$ cat config.mk
export PLATFORM = sky130hd
export DESIGN_NAME = swdt_system_watchdog_timer
export DESIGN_NICKNAME = d
export VERILOG_FILES = /design/src/swdt_system_watchdog_timer.v
export VERILOG_INCLUDE_DIRS = /design/src
export SDC_FILE = /design/constraint.sdc
export NUM_CORES = 1
export LEC_CHECK = 0
export ABC_AREA = 1
export BUFFER_PORTS_ARGS = -buffer_cell sky130_fd_sc_hd__buf_2
export CORE_ASPECT_RATIO = 0.8
export CORE_UTILIZATION = 30
export DETAILED_ROUTE_END_ITERATION = 12
export GPL_ROUTABILITY_DRIVEN = 1
export PLACE_DENSITY = 0.46
export SLEW_MARGIN = 30
export SYNTH_ARGS = -nofsm -noshare
export SYNTH_HDL_FRONTEND = slang
export SYNTH_SLANG_ARGS = --single-unit
$ cat constraint.sdc
create_clock -name i_mclk -period 3.1 [get_ports i_mclk]
set_input_delay 0.775 -clock i_mclk [delete_from_list [all_inputs] [get_ports i_mclk]]
set_output_delay 0.775 -clock i_mclk [all_outputs]
set_load 0.03 [all_outputs]
$ cat src/swdt_regs.vh
// register map, field positions, reset values and timing constants of the supervision timer
`ifndef SWDT_REGS_VH
`define SWDT_REGS_VH

// ****************************************************************
// register offsets
// ****************************************************************
`define SWDT_ADDR_MODE_SELECT    8'h4d
`define SWDT_ADDR_WDOG_CONFIG    8'h55

// ****************************************************************
// reset values and writable masks
// ****************************************************************
`define SWDT_MODE_RESET          8'h00
`define SWDT_CONFIG_RESET        8'h00
`define SWDT_MODE_WR_MASK        8'h0f

// ****************************************************************
// field positions
// ****************************************************************
`define SWDT_MODE_INDEP_BIT      3
`define SWDT_CFG_TIMEOUT_MSB     2
`define SWDT_CFG_TIMEOUT_LSB     0
`define SWDT_CFG_STARTUP_MSB     4
`define SWDT_CFG_STARTUP_LSB     3
`define SWDT_CFG_ENABLE_BIT      5
`define SWDT_CFG_STARTUP_EN_BIT  6
`define SWDT_CFG_RESET_EN_BIT    7

// ****************************************************************
// time base: one tick per microsecond
// ****************************************************************
`define SWDT_CLK_MHZ             50
`define SWDT_TICK_US             1
`define SWDT_TICK_CYCLES         (`SWDT_CLK_MHZ * `SWDT_TICK_US)
`define SWDT_CNT_W               27
`define SWDT_FAULT_LOW_CYCLES    2'd3

// ****************************************************************
// normal timeout periods in microseconds
// ****************************************************************
`define SWDT_TO_1MS              27'd1000
`define SWDT_TO_4MS              27'd4000
`define SWDT_TO_12MS5            27'd12500
`define SWDT_TO_50MS             27'd50000
`define SWDT_TO_200MS            27'd200000
`define SWDT_TO_800MS            27'd800000
`define SWDT_TO_1S6              27'd1600000
`define SWDT_TO_3S2              27'd3200000

// ****************************************************************
// long startup periods in microseconds
// ****************************************************************
`define SWDT_SU_25S6             27'd25600000
`define SWDT_SU_51S2             27'd51200000
`define SWDT_SU_102S4            27'd102400000
`define SWDT_SU_128S             27'd128000000

// ****************************************************************
// reset pulse durations in microseconds
// ****************************************************************
`define SWDT_RP_25US             27'd25
`define SWDT_RP_2MS              27'd2000
`define SWDT_RP_25MS             27'd25000
`define SWDT_RP_100MS            27'd100000
`define SWDT_RP_200MS            27'd200000
`define SWDT_RP_400MS            27'd400000
`define SWDT_RP_800MS            27'd800000
`define SWDT_RP_1600MS           27'd1600000

`endif

$ cat src/swdt_system_watchdog_timer.v
// supervision timer of a multi-rail system manager, with its two configuration registers
`timescale 1ns/10ps
`include "swdt_regs.vh"

module swdt_system_watchdog_timer #(
    parameter P_TICK_CYCLES = `SWDT_TICK_CYCLES
) (
    // clock and reset
    input  wire       i_mclk,
    input  wire       i_rst,
    // register port
    input  wire       i_reg_wr_en,
    input  wire       i_reg_rd_en,
    input  wire [7:0] i_reg_addr,
    input  wire [7:0] i_reg_wr_data,
    input  wire [2:0] i_reset_timeout_code,
    output reg  [7:0] o_reg_rd_data,
    // pins from outside the clock domain
    input  wire       i_watchdog_strobe_input,
    input  wire       i_manual_reset_input_n,
    input  wire       i_enable_pin,
    // status from the rest of the manager
    input  wire       i_supply_above_lockout,
    input  wire       i_boot_done,
    input  wire       i_soft_reboot,
    input  wire       i_sequencing_done,
    input  wire       i_sequencer_reset,
    // outputs
    output reg        o_watchdog_fault_output_n,
    output reg        o_watchdog_reset_pulse,
    output wire       o_system_reset,
    output reg        o_supervision_active
);

    // ****************************************************************
    // states
    // ****************************************************************
    localparam [2:0] ST_IDLE    = 3'd0;
    localparam [2:0] ST_STARTUP = 3'd1;
    localparam [2:0] ST_NORMAL  = 3'd2;
    localparam [2:0] ST_FAULT   = 3'd3;
    localparam [2:0] ST_FLT_RST = 3'd4;
    localparam [2:0] ST_PULSE   = 3'd5;

    // last prescaler count, cut to the prescaler width on purpose
    localparam [15:0] TICK_LAST = P_TICK_CYCLES[15:0] - 16'h0001;

    // ****************************************************************
    // period decoders
    // ****************************************************************
    // every period below counts one-microsecond ticks
    // normal timeout in ticks
    function [`SWDT_CNT_W-1:0] f_timeout;
        input [2:0] code;
        begin
            case (code)
                3'd0:    f_timeout = `SWDT_TO_1MS;
                3'd1:    f_timeout = `SWDT_TO_4MS;
                3'd2:    f_timeout = `SWDT_TO_12MS5;
                3'd3:    f_timeout = `SWDT_TO_50MS;
                3'd4:    f_timeout = `SWDT_TO_200MS;
                3'd5:    f_timeout = `SWDT_TO_800MS;
                3'd6:    f_timeout = `SWDT_TO_1S6;
                default: f_timeout = `SWDT_TO_3S2;
            endcase
        end
    endfunction

    // long startup period in ticks
    function [`SWDT_CNT_W-1:0] f_startup;
        input [1:0] code;
        begin
            case (code)
                2'd0:    f_startup = `SWDT_SU_25S6;
                2'd1:    f_startup = `SWDT_SU_51S2;
                2'd2:    f_startup = `SWDT_SU_102S4;
                default: f_startup = `SWDT_SU_128S;
            endcase
        end
    endfunction

    // reset pulse duration in ticks
    function [`SWDT_CNT_W-1:0] f_pulse;
        input [2:0] code;
        begin
            case (code)
                3'd0:    f_pulse = `SWDT_RP_25US;
                3'd1:    f_pulse = `SWDT_RP_2MS;
                3'd2:    f_pulse = `SWDT_RP_25MS;
                3'd3:    f_pulse = `SWDT_RP_100MS;
                3'd4:    f_pulse = `SWDT_RP_200MS;
                3'd5:    f_pulse = `SWDT_RP_400MS;
                3'd6:    f_pulse = `SWDT_RP_800MS;
                default: f_pulse = `SWDT_RP_1600MS;
            endcase
        end
    endfunction

    // ****************************************************************
    // declarations
    // ****************************************************************
    // configuration registers
    reg  [7:0]             mode_reg;
    reg  [7:0]             cfg_reg;

    // pin synchronisers and strobe edge flop
    reg  [1:0]             strobe_sync_reg;
    reg                    strobe_prev_reg;
    reg  [1:0]             mr_sync_reg;
    reg  [1:0]             en_sync_reg;

    // supervision state and counters
    reg  [2:0]             state_reg;
    reg  [2:0]             state_next;
    reg  [`SWDT_CNT_W-1:0] cnt_reg;
    reg  [`SWDT_CNT_W-1:0] cnt_next;
    reg  [15:0]            presc_reg;
    reg  [1:0]             flt_cnt_reg;
    reg  [1:0]             flt_cnt_next;

    // decoded conditions
    reg                    load;
    wire                   tick;
    wire                   strobe_edge;
    wire                   indep;
    wire                   allowed;
    wire                   cnt_done;

    // mode, strobe edge, tick and expiry
    assign indep       = mode_reg[`SWDT_MODE_INDEP_BIT];
    assign strobe_edge = strobe_sync_reg[1] ^ strobe_prev_reg;
    assign tick        = (presc_reg == TICK_LAST);
    assign cnt_done    = (cnt_reg == {`SWDT_CNT_W{1'b0}});

    // conditions under which supervision may run; anything else is a reset event
    // in independent mode the sequencer terms drop out
    assign allowed = en_sync_reg[1] & cfg_reg[`SWDT_CFG_ENABLE_BIT]
                   & i_supply_above_lockout & i_boot_done & ~i_soft_reboot
                   & mr_sync_reg[1]
                   & (indep | (i_sequencing_done & ~i_sequencer_reset));

    // system reset seen by the board: sequencer request or watchdog pulse
    assign o_system_reset = i_sequencer_reset | o_watchdog_reset_pulse;

    // ****************************************************************
    // configuration registers
    // ****************************************************************
    // writes land on the printed offsets; mode bits 7:4 stay zero, bits 3:0 are writable
    always @(posedge i_mclk or posedge i_rst) begin
        if (i_rst) begin
            mode_reg      <= `SWDT_MODE_RESET;
            cfg_reg       <= `SWDT_CONFIG_RESET;
            o_reg_rd_data <= 8'h00;
        end else begin
            if (i_reg_wr_en && i_reg_addr == `SWDT_ADDR_MODE_SELECT) begin
                mode_reg <= i_reg_wr_data & `SWDT_MODE_WR_MASK;
            end
            if (i_reg_wr_en && i_reg_addr == `SWDT_ADDR_WDOG_CONFIG) begin
                cfg_reg <= i_reg_wr_data;
            end
            // read data is registered and holds until the next read
            if (i_reg_rd_en) begin
                case (i_reg_addr)
                    `SWDT_ADDR_MODE_SELECT: o_reg_rd_data <= mode_reg;
                    `SWDT_ADDR_WDOG_CONFIG: o_reg_rd_data <= cfg_reg;
                    default:                o_reg_rd_data <= 8'h00;
                endcase
            end
        end
    end

    // ****************************************************************
    // pin synchronisers
    // ****************************************************************
    // two flops per pin; the strobe gets a third for edge detection
    // enable resets low, so the first enable after reset is a fresh rise
    always @(posedge i_mclk or posedge i_rst) begin
        if (i_rst) begin
            strobe_sync_reg <= 2'b00;
            strobe_prev_reg <= 1'b0;
            mr_sync_reg     <= 2'b11;
            en_sync_reg     <= 2'b00;
        end else begin
            strobe_sync_reg <= {strobe_sync_reg[0], i_watchdog_strobe_input};
            strobe_prev_reg <= strobe_sync_reg[1];
            mr_sync_reg     <= {mr_sync_reg[0], i_manual_reset_input_n};
            en_sync_reg     <= {en_sync_reg[0], i_enable_pin};
        end
    end

    // ****************************************************************
    // microsecond prescaler
    // ****************************************************************
    // restarts on every load so each period starts on a whole tick
    // with one cycle per tick the count stays at zero and ticks every cycle
    always @(posedge i_mclk or posedge i_rst) begin
        if (i_rst) begin
            presc_reg <= 16'h0000;
        end else if (load || tick) begin
            presc_reg <= 16'h0000;
        end else begin
            presc_reg <= presc_reg + 16'h0001;
        end
    end

    // ****************************************************************
    // supervision state machine
    // ****************************************************************
    always @* begin
        state_next   = state_reg;
        cnt_next     = cnt_reg;
        flt_cnt_next = flt_cnt_reg;
        load         = 1'b0;

        // count down one per tick, stop at zero
        if (tick && !cnt_done) begin
            cnt_next = cnt_reg - {{(`SWDT_CNT_W-1){1'b0}}, 1'b1};
        end
        case (state_reg)
            // wait for every start condition, then load a period
            ST_IDLE: begin
                if (allowed) begin
                    load = 1'b1;
                    if (cfg_reg[`SWDT_CFG_STARTUP_EN_BIT]) begin
                        state_next = ST_STARTUP;
                        cnt_next   = f_startup(cfg_reg[`SWDT_CFG_STARTUP_MSB:
                                                       `SWDT_CFG_STARTUP_LSB]);
                    end else begin
                        state_next = ST_NORMAL;
                        cnt_next   = f_timeout(cfg_reg[`SWDT_CFG_TIMEOUT_MSB:
                                                       `SWDT_CFG_TIMEOUT_LSB]);
                    end
                end
            end

            // a strobe edge reloads the timeout; expiry faults
            ST_STARTUP, ST_NORMAL: begin
                if (strobe_edge) begin
                    load       = 1'b1;
                    state_next = ST_NORMAL;
                    cnt_next   = f_timeout(cfg_reg[`SWDT_CFG_TIMEOUT_MSB:
                                                   `SWDT_CFG_TIMEOUT_LSB]);
                end else if (cnt_done) begin
                    if (cfg_reg[`SWDT_CFG_RESET_EN_BIT]) begin
                        state_next   = ST_FLT_RST;
                        flt_cnt_next = 2'd0;
                    end else begin
                        state_next = ST_FAULT;
                    end
                end
            end

            // fault holds until the processor strobes again
            ST_FAULT: begin
                if (strobe_edge) begin
                    load       = 1'b1;
                    state_next = ST_NORMAL;
                    cnt_next   = f_timeout(cfg_reg[`SWDT_CFG_TIMEOUT_MSB:
                                                   `SWDT_CFG_TIMEOUT_LSB]);
                end
            end

            ST_FLT_RST: begin
                // fault held low for three cycles before reset takes over
                flt_cnt_next = flt_cnt_reg + 2'd1;
                if (flt_cnt_reg == `SWDT_FAULT_LOW_CYCLES - 2'd1) begin
                    load       = 1'b1;
                    state_next = ST_PULSE;
                    cnt_next   = f_pulse(i_reset_timeout_code);
                end
            end

            // the pulse always runs its full length
            ST_PULSE: begin
                if (cnt_done) begin
                    state_next = ST_IDLE;
                end
            end

            // unused state codes fall back to idle
            default: begin
                state_next = ST_IDLE;
            end
        endcase

        // a lost supply, reboot or disable stops everything but a running pulse
        if (!allowed && state_reg != ST_PULSE) begin
            state_next = ST_IDLE;
            cnt_next   = {`SWDT_CNT_W{1'b0}};
        end
    end

    // state, counter and fault sequencing registers
    always @(posedge i_mclk or posedge i_rst) begin
        if (i_rst) begin
            state_reg   <= ST_IDLE;
            cnt_reg     <= {`SWDT_CNT_W{1'b0}};
            flt_cnt_reg <= 2'd0;
        end else begin
            state_reg   <= state_next;
            cnt_reg     <= cnt_next;
            flt_cnt_reg <= flt_cnt_next;
        end
    end

    // ****************************************************************
    // outputs
    // ****************************************************************
    // fault low while faulted or in its short pre-reset window
    always @(posedge i_mclk or posedge i_rst) begin
        if (i_rst) begin
            o_watchdog_fault_output_n <= 1'b1;
            o_watchdog_reset_pulse    <= 1'b0;
            o_supervision_active      <= 1'b0;
        end else begin
            o_watchdog_fault_output_n <= ~(state_next == ST_FAULT ||
                                           state_next == ST_FLT_RST);
            // reset pulse follows the end of the fault window
            o_watchdog_reset_pulse    <= (state_next == ST_PULSE);
            // active only in startup and normal supervision
            o_supervision_active      <= (state_next == ST_STARTUP ||
                                          state_next == ST_NORMAL);
        end
    end

endmodule // swdt_system_watchdog_timer

== After elaboration in Yosys (flattened, before gate mapping) ==
Index checks and enable logic that the tools add are counted.
Cells by class
  eq/ne operators: 32
  bitwise operators: 13
  reduce and logical (&&, ||, !) cells: 18
  multiplexer cells: 30
  add/subtract/negate cells: 3
Operators with widths (count)
  $mux 27: 6
  $pmux 27 s3: 2
  $pmux 22 s7: 1
  $pmux 21 s7: 1
  $eq 3x3->1 const B: 10
  $logic_not 27->1: 1
  $sub 27x1->27 const B: 1
  $eq 3x2->1 const B: 8
  $mux 3: 8
  $add 16x1->16 const B: 1
  $eq 16x6->1 const B: 1
  $eq 8x7->1 const B: 2
  $mux 16: 1
  $pmux 8 s2: 1
  $pmux 3 s5: 1
  $eq 3x1->1 const B: 4
  $logic_not 3->1: 3
  $mux 2: 4
  $and 1x1->1: 7
  $ne 2x2->1 const B: 3
  $eq 2x2->1 const B: 2
  $logic_and 1x1->1: 4
  $pmux 2 s2: 1
  $reduce_and 4->1: 1
  other kinds (14): 22
Word-level totals
  bits in registers: 78
  word-level logic and storage cells: 110
  bits of input ports: 31
  output and inout port bits: 12

== Depth between registers and ports, before layout ==
Gate-level depths: netlist of the first run.
  depth in word-level cells: 12
  gate-level depth with buffers: 15
  depth with buffers taken out: 15

== Worst setup path after synthesis of the first run ==
No wires, ideal clock.
  path kind: input -> register
  start point: in i_reg_addr[5]
  end point: reg mode_reg[0]
  slack: 1.133 ns
  arrival: 1.842 ns
  path buffers: 0
  data required time: 2.975 ns
  cell stages on the path: 3
  library setup time: 0.125 ns
  cells stage by stage: nor4_1 > nand3_1 > mux2_2
Between the ends
  word-level cells in the longest chain between the ends: 2
RTL lines
  start: declaration: RTL line swdt_system_watchdog_timer.v:14  | input wire [7:0] i_reg_addr,
  $eq 8x7->1
  $logic_and 1x1->1 (no line)
  end signal: assignment: RTL line swdt_system_watchdog_timer.v:151  | mode_reg <= `SWDT_MODE_RESET;
  end signal: assignment: RTL line swdt_system_watchdog_timer.v:156  | mode_reg <= i_reg_wr_data & `SWDT_MODE_WR_MASK;
  end: declaration: RTL line swdt_system_watchdog_timer.v:103  | reg [7:0] mode_reg;
No other way between the ends.
A chain may end at the register's enable or synchronous reset.

== Worst setup path after layout of the first run ==
  start point: reg state_reg[1]
  end point: reg cnt_reg[18]
Between the ends
  word-level cells in the longest chain between the ends: 4
  elaborated cells on any way between the ends: 10
  classes of those cells: 5 x eq/ne; 2 x mux; 3 x reduce/logical
RTL lines
  start: declaration: RTL line swdt_system_watchdog_timer.v:113  | reg [2:0] state_reg;
  start signal: assignment: RTL line swdt_system_watchdog_timer.v:300  | state_reg <= state_next;
  $eq 3x2->1 / $eq 3x1->1 (equally long branches): RTL line swdt_system_watchdog_timer.v:219  | case (state_reg)
  $reduce_or 3->1 (no line)
  $pmux 27 s3: RTL line swdt_system_watchdog_timer.v:219
  $mux 27 (*): RTL line swdt_system_watchdog_timer.v:287  | if (!allowed && state_reg != ST_PULSE) begin
  net cnt_next[18]: RTL line swdt_system_watchdog_timer.v:116  | reg [`SWDT_CNT_W-1:0] cnt_next;
  end signal: assignment: RTL line swdt_system_watchdog_timer.v:297  | cnt_reg <= {`SWDT_CNT_W{1'b0}};
  end signal: assignment: RTL line swdt_system_watchdog_timer.v:301  | cnt_reg <= cnt_next;
  end: declaration: RTL line swdt_system_watchdog_timer.v:115  | reg [`SWDT_CNT_W-1:0] cnt_reg;
The timed path passes the listed nets; every way through them passes the cells marked *.

==> results of run 1 <==
## worst min path at each step
| stage | end | slack [ps] | depth (start not counted) |
|---|---|---|---|
| floorplan | en_sync_reg[1] | 330 | 0 |
| global placement | strobe_sync_reg[1] | 330 | 0 |
| detailed placement | en_sync_reg[1] | 330 | 0 |
| CTS | en_sync_reg[1] | 350 | 0 |
| global route | en_sync_reg[1] | 360 | 0 |
| finish | en_sync_reg[1] | 350 | 0 |
## per-stage QoR
step                      power [mW]  util, %
final                           2.45     35.3
after global placement          1.36     33.5
after detailed placement        1.36     33.5
after floorplan                 1.28        -
after CTS                       2.48     35.3
after global routing            2.57     35.3
## cells in the final DEF, fill, tap and decap left out, types with 9 or more instances in the layout
cell,count
nand2_1,209
nor2_1,98
dfrtp_1,75
inv_1,72
nand3_1,47
o21ai_0,43
a21oi_1,42
buf_2,42
inv_2,13
o21ai_1,13
xor2_1,12
ha_1,12
nor3_1,11
clkbuf_16,9
## layer usage
metal	part of all wire, %	vias to the layer above
met5	0	-
met4	1.4	0
met3	6.2	15
met2	43	143
met1	49	2543
li1	-	2558
## cell families after synthesis
family          Yosys count
compound gates          129
mux                       4
simple gates            418
fa+ha+maj                12
buf+inv                 100
xor+xnor                 18
flops                    78
## worst max-delay path: stages (launching register included)
cell and delay, ps:
dfrtp_1 480, nor2_4 200, nand2_4 130, nor2_4 300, inv_4 110, nor4_1 460, a21oi_1 80, o21ai_0 180
inv_1 130, a21oi_1 150
## power groups by stage
stage                     combinational (mW)  clock [mW]  sequential, mW
after floorplan                        0.147           0            1.13
after global placement                 0.216           0            1.15
after detailed placement               0.219           0            1.15
after CTS                              0.219        1.13            1.13
after global routing                   0.251        1.18            1.14
final                                  0.217        1.10            1.13
## final cells by class
class / count / area [um^2] / area share, %
multi-input combinational: 581 / 3010 / 49.0
sequential: 78 / 1960 / 31.8
inverter: 90 / 344 / 5.59
tap: 225 / 282 / 4.58
timing repair buffer: 46 / 253 / 4.11
clock buffer: 9 / 225 / 3.66
clock inverter: 7 / 80.1 / 1.30
==> impl_metrics.csv, run 1 <==
group,metric,value,unit
run_status,status,"finished, final reports clean",
setup_path,r2r-end,"cnt_reg[18]",
synth,synth_adder_area_share,2.79,%
power_and_ir_drop,p_int,1.78,mW
power_and_ir_drop,p_sw,672,uW
synth,postSynthCellCount,759,
synth,synth_seq_area_share,36.4,%
floorplanning,fp.dieW,152,um
synth,synth_mux_area_share,0.838,%
layout,drive_above_1_share,16.0,%
clocking,cts_num_sinks,78,
setup_path,crit_end,"cnt_reg[18]",
drt,wl,16500,um
layout,syn2layout_area_growth,14.5,%
sta,clock_skew,7.42,ps
synth,synth_ff_type,"dfrtp_1",
drt,vias,5259,
setup_path,r2r_slack,810,ps
synth,ys_ff_latch,78,
sta,slew_viol_final,0,
worst_hold_path,min_path_type,"reg -> reg",
synth,syn_area,0.00537,mm^2
synth,synth_xor_area_share,2.93,%
sta,setup_slack,809,ps
layout,design_area,0.00615,mm^2
sta,max-slew-margin-rel,51.3,%
grt,grt_pass1_vias,4907,
synth,yosysTopAreaCell,"dfrtp_1",
clocking,ctsHtreeMaxLevel,3,
placement,placed_area,0.00585,mm^2
sta,fin_tns_setup,0,ps
setup_path,start_kind,"register",
synth,synth_compound_area_share,13.5,%
placement,dp_hpwl,13100,um
setup_path,crit_arrival,2560,ps
layout,nets,849,
synth,synth_warnings,0,
floorplanning,die_area,0.0185,mm^2
power_and_ir_drop,p_leak,3.27,nW
clocking,clk_pin_slew,60,ps
sta,rsz0062_at_grt,"false",
drt,drtAntennaViolNets,0,
placement,post-place-ws,636,ps
synth,yosys.area_share.simple,36.0,%
power_and_ir_drop,vdd_drop_max,0.253,mV
clocking,insertion_delay,350,ps
grt,gr-usage-met1,28.4,%
floorplanning,core,0.0174,mm^2
clocking,cts-buffers-inserted,9,
power_and_ir_drop,p_clk_share,45.0,%
synth,synth_top_family_by_area,"simple AND/OR/NAND/NOR gates",
sta,final-setup-viol-count,0,
synth,synthTopCellsByCount,"nand2_1 (209), nor2_1 (98), dfrtp_1 (75)",
power_and_ir_drop,p_sw_share,27.4,%
synth,ys_types,45,
placement,portBuffers,42,
setup_path,cp.required,3370,ps
synth,yosysMostFrequentCell,"nand2_1",
floorplanning,io_pins,43,
sta,tightest_slew,728,ps
synth,syn_avg_cell_area,7.08,um^2
power_and_ir_drop,power_frac_seq,46.1,%
sta,hold_viol_final,0,
clocking,cts_buffer_depth,2,
setup_path,regToRegStartpoint,"state_reg[1]",
synth,synth_edf_count,0,
floorplanning,die_y,122,um
setup_path,crit_fanout,7,
grt,gr-max-usage-layer,"met1",
placement,post-place-cells,1020,
setup_path,reg2reg_depth,9,
setup_path,crit_path_start,"state_reg[1]",
drt,route.detailed.drc,0,
sta,whs,349,ps
placement,gp_congestion,0.920,
grt,antenna_found_initial,0,
setup_path,end_kind,"register",
layout,largest_register_ffs,27,
grt,grtUsageMet3,4.31,%
floorplanning,initial_core_util,30.8,%
synth,synthTopCellsByArea,"dfrtp_1 (35%), nand2_1 (15%), nor2_1 (6.8%)",
power_and_ir_drop,combPwrFrac,8.9,%
synth,synth_top_area_share,34.9,%
layout,stdcell_count,1036,
sta,timing.fmax,436,MHz
layout,nFillCells,1911,
job,cap_violations,0,
sta,finalCritPeriodShare,73.9,%
drt,drt_iter0_drc,520,
sta,fin_crit,2290,ps
drt,vias_per_cell,5.08,
clocking,cts_tree,"yes",
synth,syn-num-nets,802,
synth,async_flop_share,100,%
grt,grt_overflow,0,
clocking,postCtsSetupBuffers,0,
grt,track_usage,19.2,%
layout,antennaDiodeCount,0,
drt,dr.pass1.iters,5,
grt,grt_pass1_wl,26600,um
grt,use_met2,27.7,%
clocking,cts_hold_buf,0,
power_and_ir_drop,power.density,398,mW/mm^2
drt,wl_per_cell,15.9,um
clocking,clock-root-buffer,"clkbuf_16",
worst_hold_path,min_from,"en_sync_reg[0]",
setup_path,path_class,"reg -> reg",
clocking,cts_resized,0,
grt,grt_start_max_net_pins,44,
floorplanning,fp-row-count,43,
No activity file was read; power rests on OpenSTA's default activity.
==> inputs of run 2 (changes only) <==
ABC_AREA = 0   (was 1)
PLACE_DENSITY = 0.48   (was 0.46)
clock period = 2 ns   (was 3.1 ns; I/O delays follow)
==> impl_metrics.csv, run 2 <==
group,metric,value,unit
power_and_ir_drop,vdd_drop_max,0.402,mV
setup_path,cp.required,2280,ps
power_and_ir_drop,p_sw_share,27.0,%
sta,hold_viol_final,0,
synth,ys_types,59,
drt,drt_iter0_drc,283,
setup_path,start_kind,"register",
drt,route.detailed.drc,0,
layout,layout_commonest_cell,"buf_4",
grt,grt_start_max_net_pins,40,
clocking,cts_num_sinks,78,
layout,antennaDiodeCount,0,
synth,yosysTopAreaCell,"dfrtp_1",
sta,fin_crit,2500,ps
setup_path,crit_path_start,"cnt_reg[5]",
synth,synth_seq_area_share,42.4,%
floorplanning,io_pins,43,
sta,fin_tns_setup,-13950,ps
grt,track_usage,17.0,%
clocking,cts_hold_buf,0,
clocking,clk_pin_slew,60,ps
clocking,clock-root-buffer,"clkbuf_16",
sta,rsz0062_at_grt,"true",
layout,largest_register_ffs,27,
placement,dp_hpwl,9620,um
drt,wl,13000,um
drt,dr.pass1.iters,5,
synth,syn_avg_cell_area,9.25,um^2
synth,postSynthCellCount,499,
synth,synth_edf_count,0,
clocking,cts_buffer_depth,2,
power_and_ir_drop,power.density,604,mW/mm^2
synth,synth_ff_type,"dfrtp_1",
layout,nets,670,
job,cap_violations,0,
layout,drive_above_1_share,35.0,%
clocking,ctsHtreeMaxLevel,3,
setup_path,crit_fanout,8,
floorplanning,die_y,113,um
synth,syn_area,0.00462,mm^2
run_status,violations,"setup timing",
placement,gp_congestion,0.856,
run_status,status,"complete, but fails checks",
setup_path,end_kind,"register",
power_and_ir_drop,p_clk_share,39.3,%
clocking,insertion_delay,340,ps
power_and_ir_drop,p_leak,2.77,nW
sta,clock_skew,6.12,ps
sta,finalCritPeriodShare,125,%
layout,syn2layout_area_growth,36.9,%
power_and_ir_drop,combPwrFrac,15.6,%
synth,synthTopCellsByCount,"dfrtp_1 (75), nor2_1 (49), nand2_1 (35)",
setup_path,r2r_slack,-500,ps
worst_hold_path,min_path_type,"in -> async",
layout,stdcell_count,821,
placement,post-place-ws,-589,ps
grt,antenna_found_initial,0,
drt,wl_per_cell,15.8,um
floorplanning,core,0.0150,mm^2
synth,yosysMostFrequentCell,"dfrtp_1",
grt,grt_pass1_vias,4113,
setup_path,path_class,"reg -> reg",
grt,grt_pass1_wl,21000,um
sta,max-slew-margin-rel,68.4,%
drt,vias_per_cell,5.12,
setup_path,reg2reg_depth,7,
sta,setup_slack,-505,ps
floorplanning,initial_core_util,30.8,%
synth,ys_ff_latch,78,
synth,synth_warnings,0,
floorplanning,fp.dieW,141,um
setup_path,crit_arrival,2790,ps
setup_path,r2r-end,"o_watchdog_reset_pulse",
layout,final_cell_mix,"buf_4 (88), dfrtp_1 (75), nor2_1 (45)",
synth,syn-num-nets,542,
clocking,cts-buffers-inserted,9,
layout,fin_util,42.1,%
floorplanning,die_area,0.0159,mm^2
sta,final-setup-viol-count,35,
placement,post-place-cells,796,
power_and_ir_drop,p_sw,1.03,mW
drt,drtAntennaViolNets,0,
drt,vias,4207,
sta,tightest_slew,475,ps
power_and_ir_drop,power_frac_seq,45.2,%
placement,portBuffers,42,
floorplanning,fp-row-count,40,
clocking,cts_tree,"yes",
setup_path,regToRegStartpoint,"cnt_reg[5]",
synth,synth_top_area_share,40.7,%
sta,timing.fmax,399,MHz
grt,grt_overflow,0,
power_and_ir_drop,p_int,2.78,mW
synth,synthTopCellsByArea,"dfrtp_1 (41%), xnor2_1 (5.1%), nor2_1 (4.0%)",
sta,slew_viol_final,0,
synth,async_flop_share,100,%
==> run 2: cell count changes in the layout (fill, tap and decap cells not counted), sizes merged, moves of 7 or more <==
| cell | previous run | this run |
|---|---|---|
| nand2 | 221 | 35 |
| buf | 46 | 144 |
| inv | 90 | 19 |
| nor2 | 117 | 49 |
| nand3 | 49 | 14 |
| o21ai | 56 | 28 |
| a21oi | 46 | 21 |
| o22ai | 3 | 25 |
| xnor2 | 6 | 27 |
| nor4 | 4 | 13 |
| mux2 | 4 | 12 |
| and2 | 0 | 7 |
| nor2b | 0 | 7 |
==> run 2: worst max path at each step <==
stage          depth (start not counted)  slack (ps)                        end
2_1_floorplan                          8        -580                cnt_reg[26]
3_3_place_gp                           6        -520       o_supervision_active
3_5_place_dp                           7        -590  o_watchdog_fault_output_n
4_1_cts                                6        -520     o_watchdog_reset_pulse
5_1_grt                                7        -610     o_watchdog_reset_pulse
6_report                               7        -500     o_watchdog_reset_pulse
==> run 2: metal layers <==
layer | vias up | share of wire (%) | GRT usage, %
li1 | 2056 | - | -
met1 | 2024 | 48 | 23.6
met2 | 105 | 46 | 26.3
met3 | 22 | 4.8 | 3.60
met4 | 0 | 1.5 | 5.72
met5 | - | 0 | 0
==> run 2: repair_timing <==
item	4_1_cts	5_1_grt
pin swaps	18	19
resized for setup	17	30
buffers inserted	4	6
setup endpoints to repair	51	51
==> run 2: power groups by stage <==
| stage | logic [mW] | clock network, mW | registers, mW |
|---|---|---|---|
| after CTS | 0.600 | 1.55 | 1.72 |
| after detailed placement | 0.598 | 0 | 1.75 |
| final | 0.595 | 1.50 | 1.72 |
| after floorplan | 0.320 | 0 | 1.77 |
| after global placement | 0.585 | 0 | 1.75 |
| after global routing | 0.672 | 1.61 | 1.73 |
==> run 2: critical path, stage by stage, from the launching register on <==
cell       delay [ps]
dfrtp_1           370
or4_4             540
or4_4             600
buf_6             170
o211ai_1          230
nand2_2           100
a2111oi_4         250
o21a_1            180
==> run 2: through the flow <==
| step | hold slack (ps) | cell area, um^2 | power [mW] |
|---|---|---|---|
| 4_1_cts | 130 | 6130 | 3.87 |
| 2_1_floorplan | 331 | 4660 | 2.09 |
| 3_5_place_dp | 335 | 5750 | 2.35 |
| 6_report | 130 | 6320 | 3.82 |
| 3_3_place_gp | 333 | 5750 | 2.33 |
| 5_1_grt | 145 | 6320 | 4.02 |
==> run 2: cells by family after synthesis <==
family,synth area share [%]
XOR/XNOR,8.54
adder cells (fa/ha/maj),3.25
multiplexers,3.36
AND/OR/NAND/NOR,21.9
AO/OA/AOI/OAI,16.3
buffers and inverters,4.25
flip-flops,42.4
==> run 2: area by class of cell <==
class / instances / area (um^2)
sequential: 78 / 1960
clock buffer: 10 / 229
timing repair buffer: 144 / 1090
multi-input combinational: 373 / 2690
inverter: 21 / 82.6
tap: 189 / 236
fill: 1499 / 8690
clock inverter: 6 / 38.8
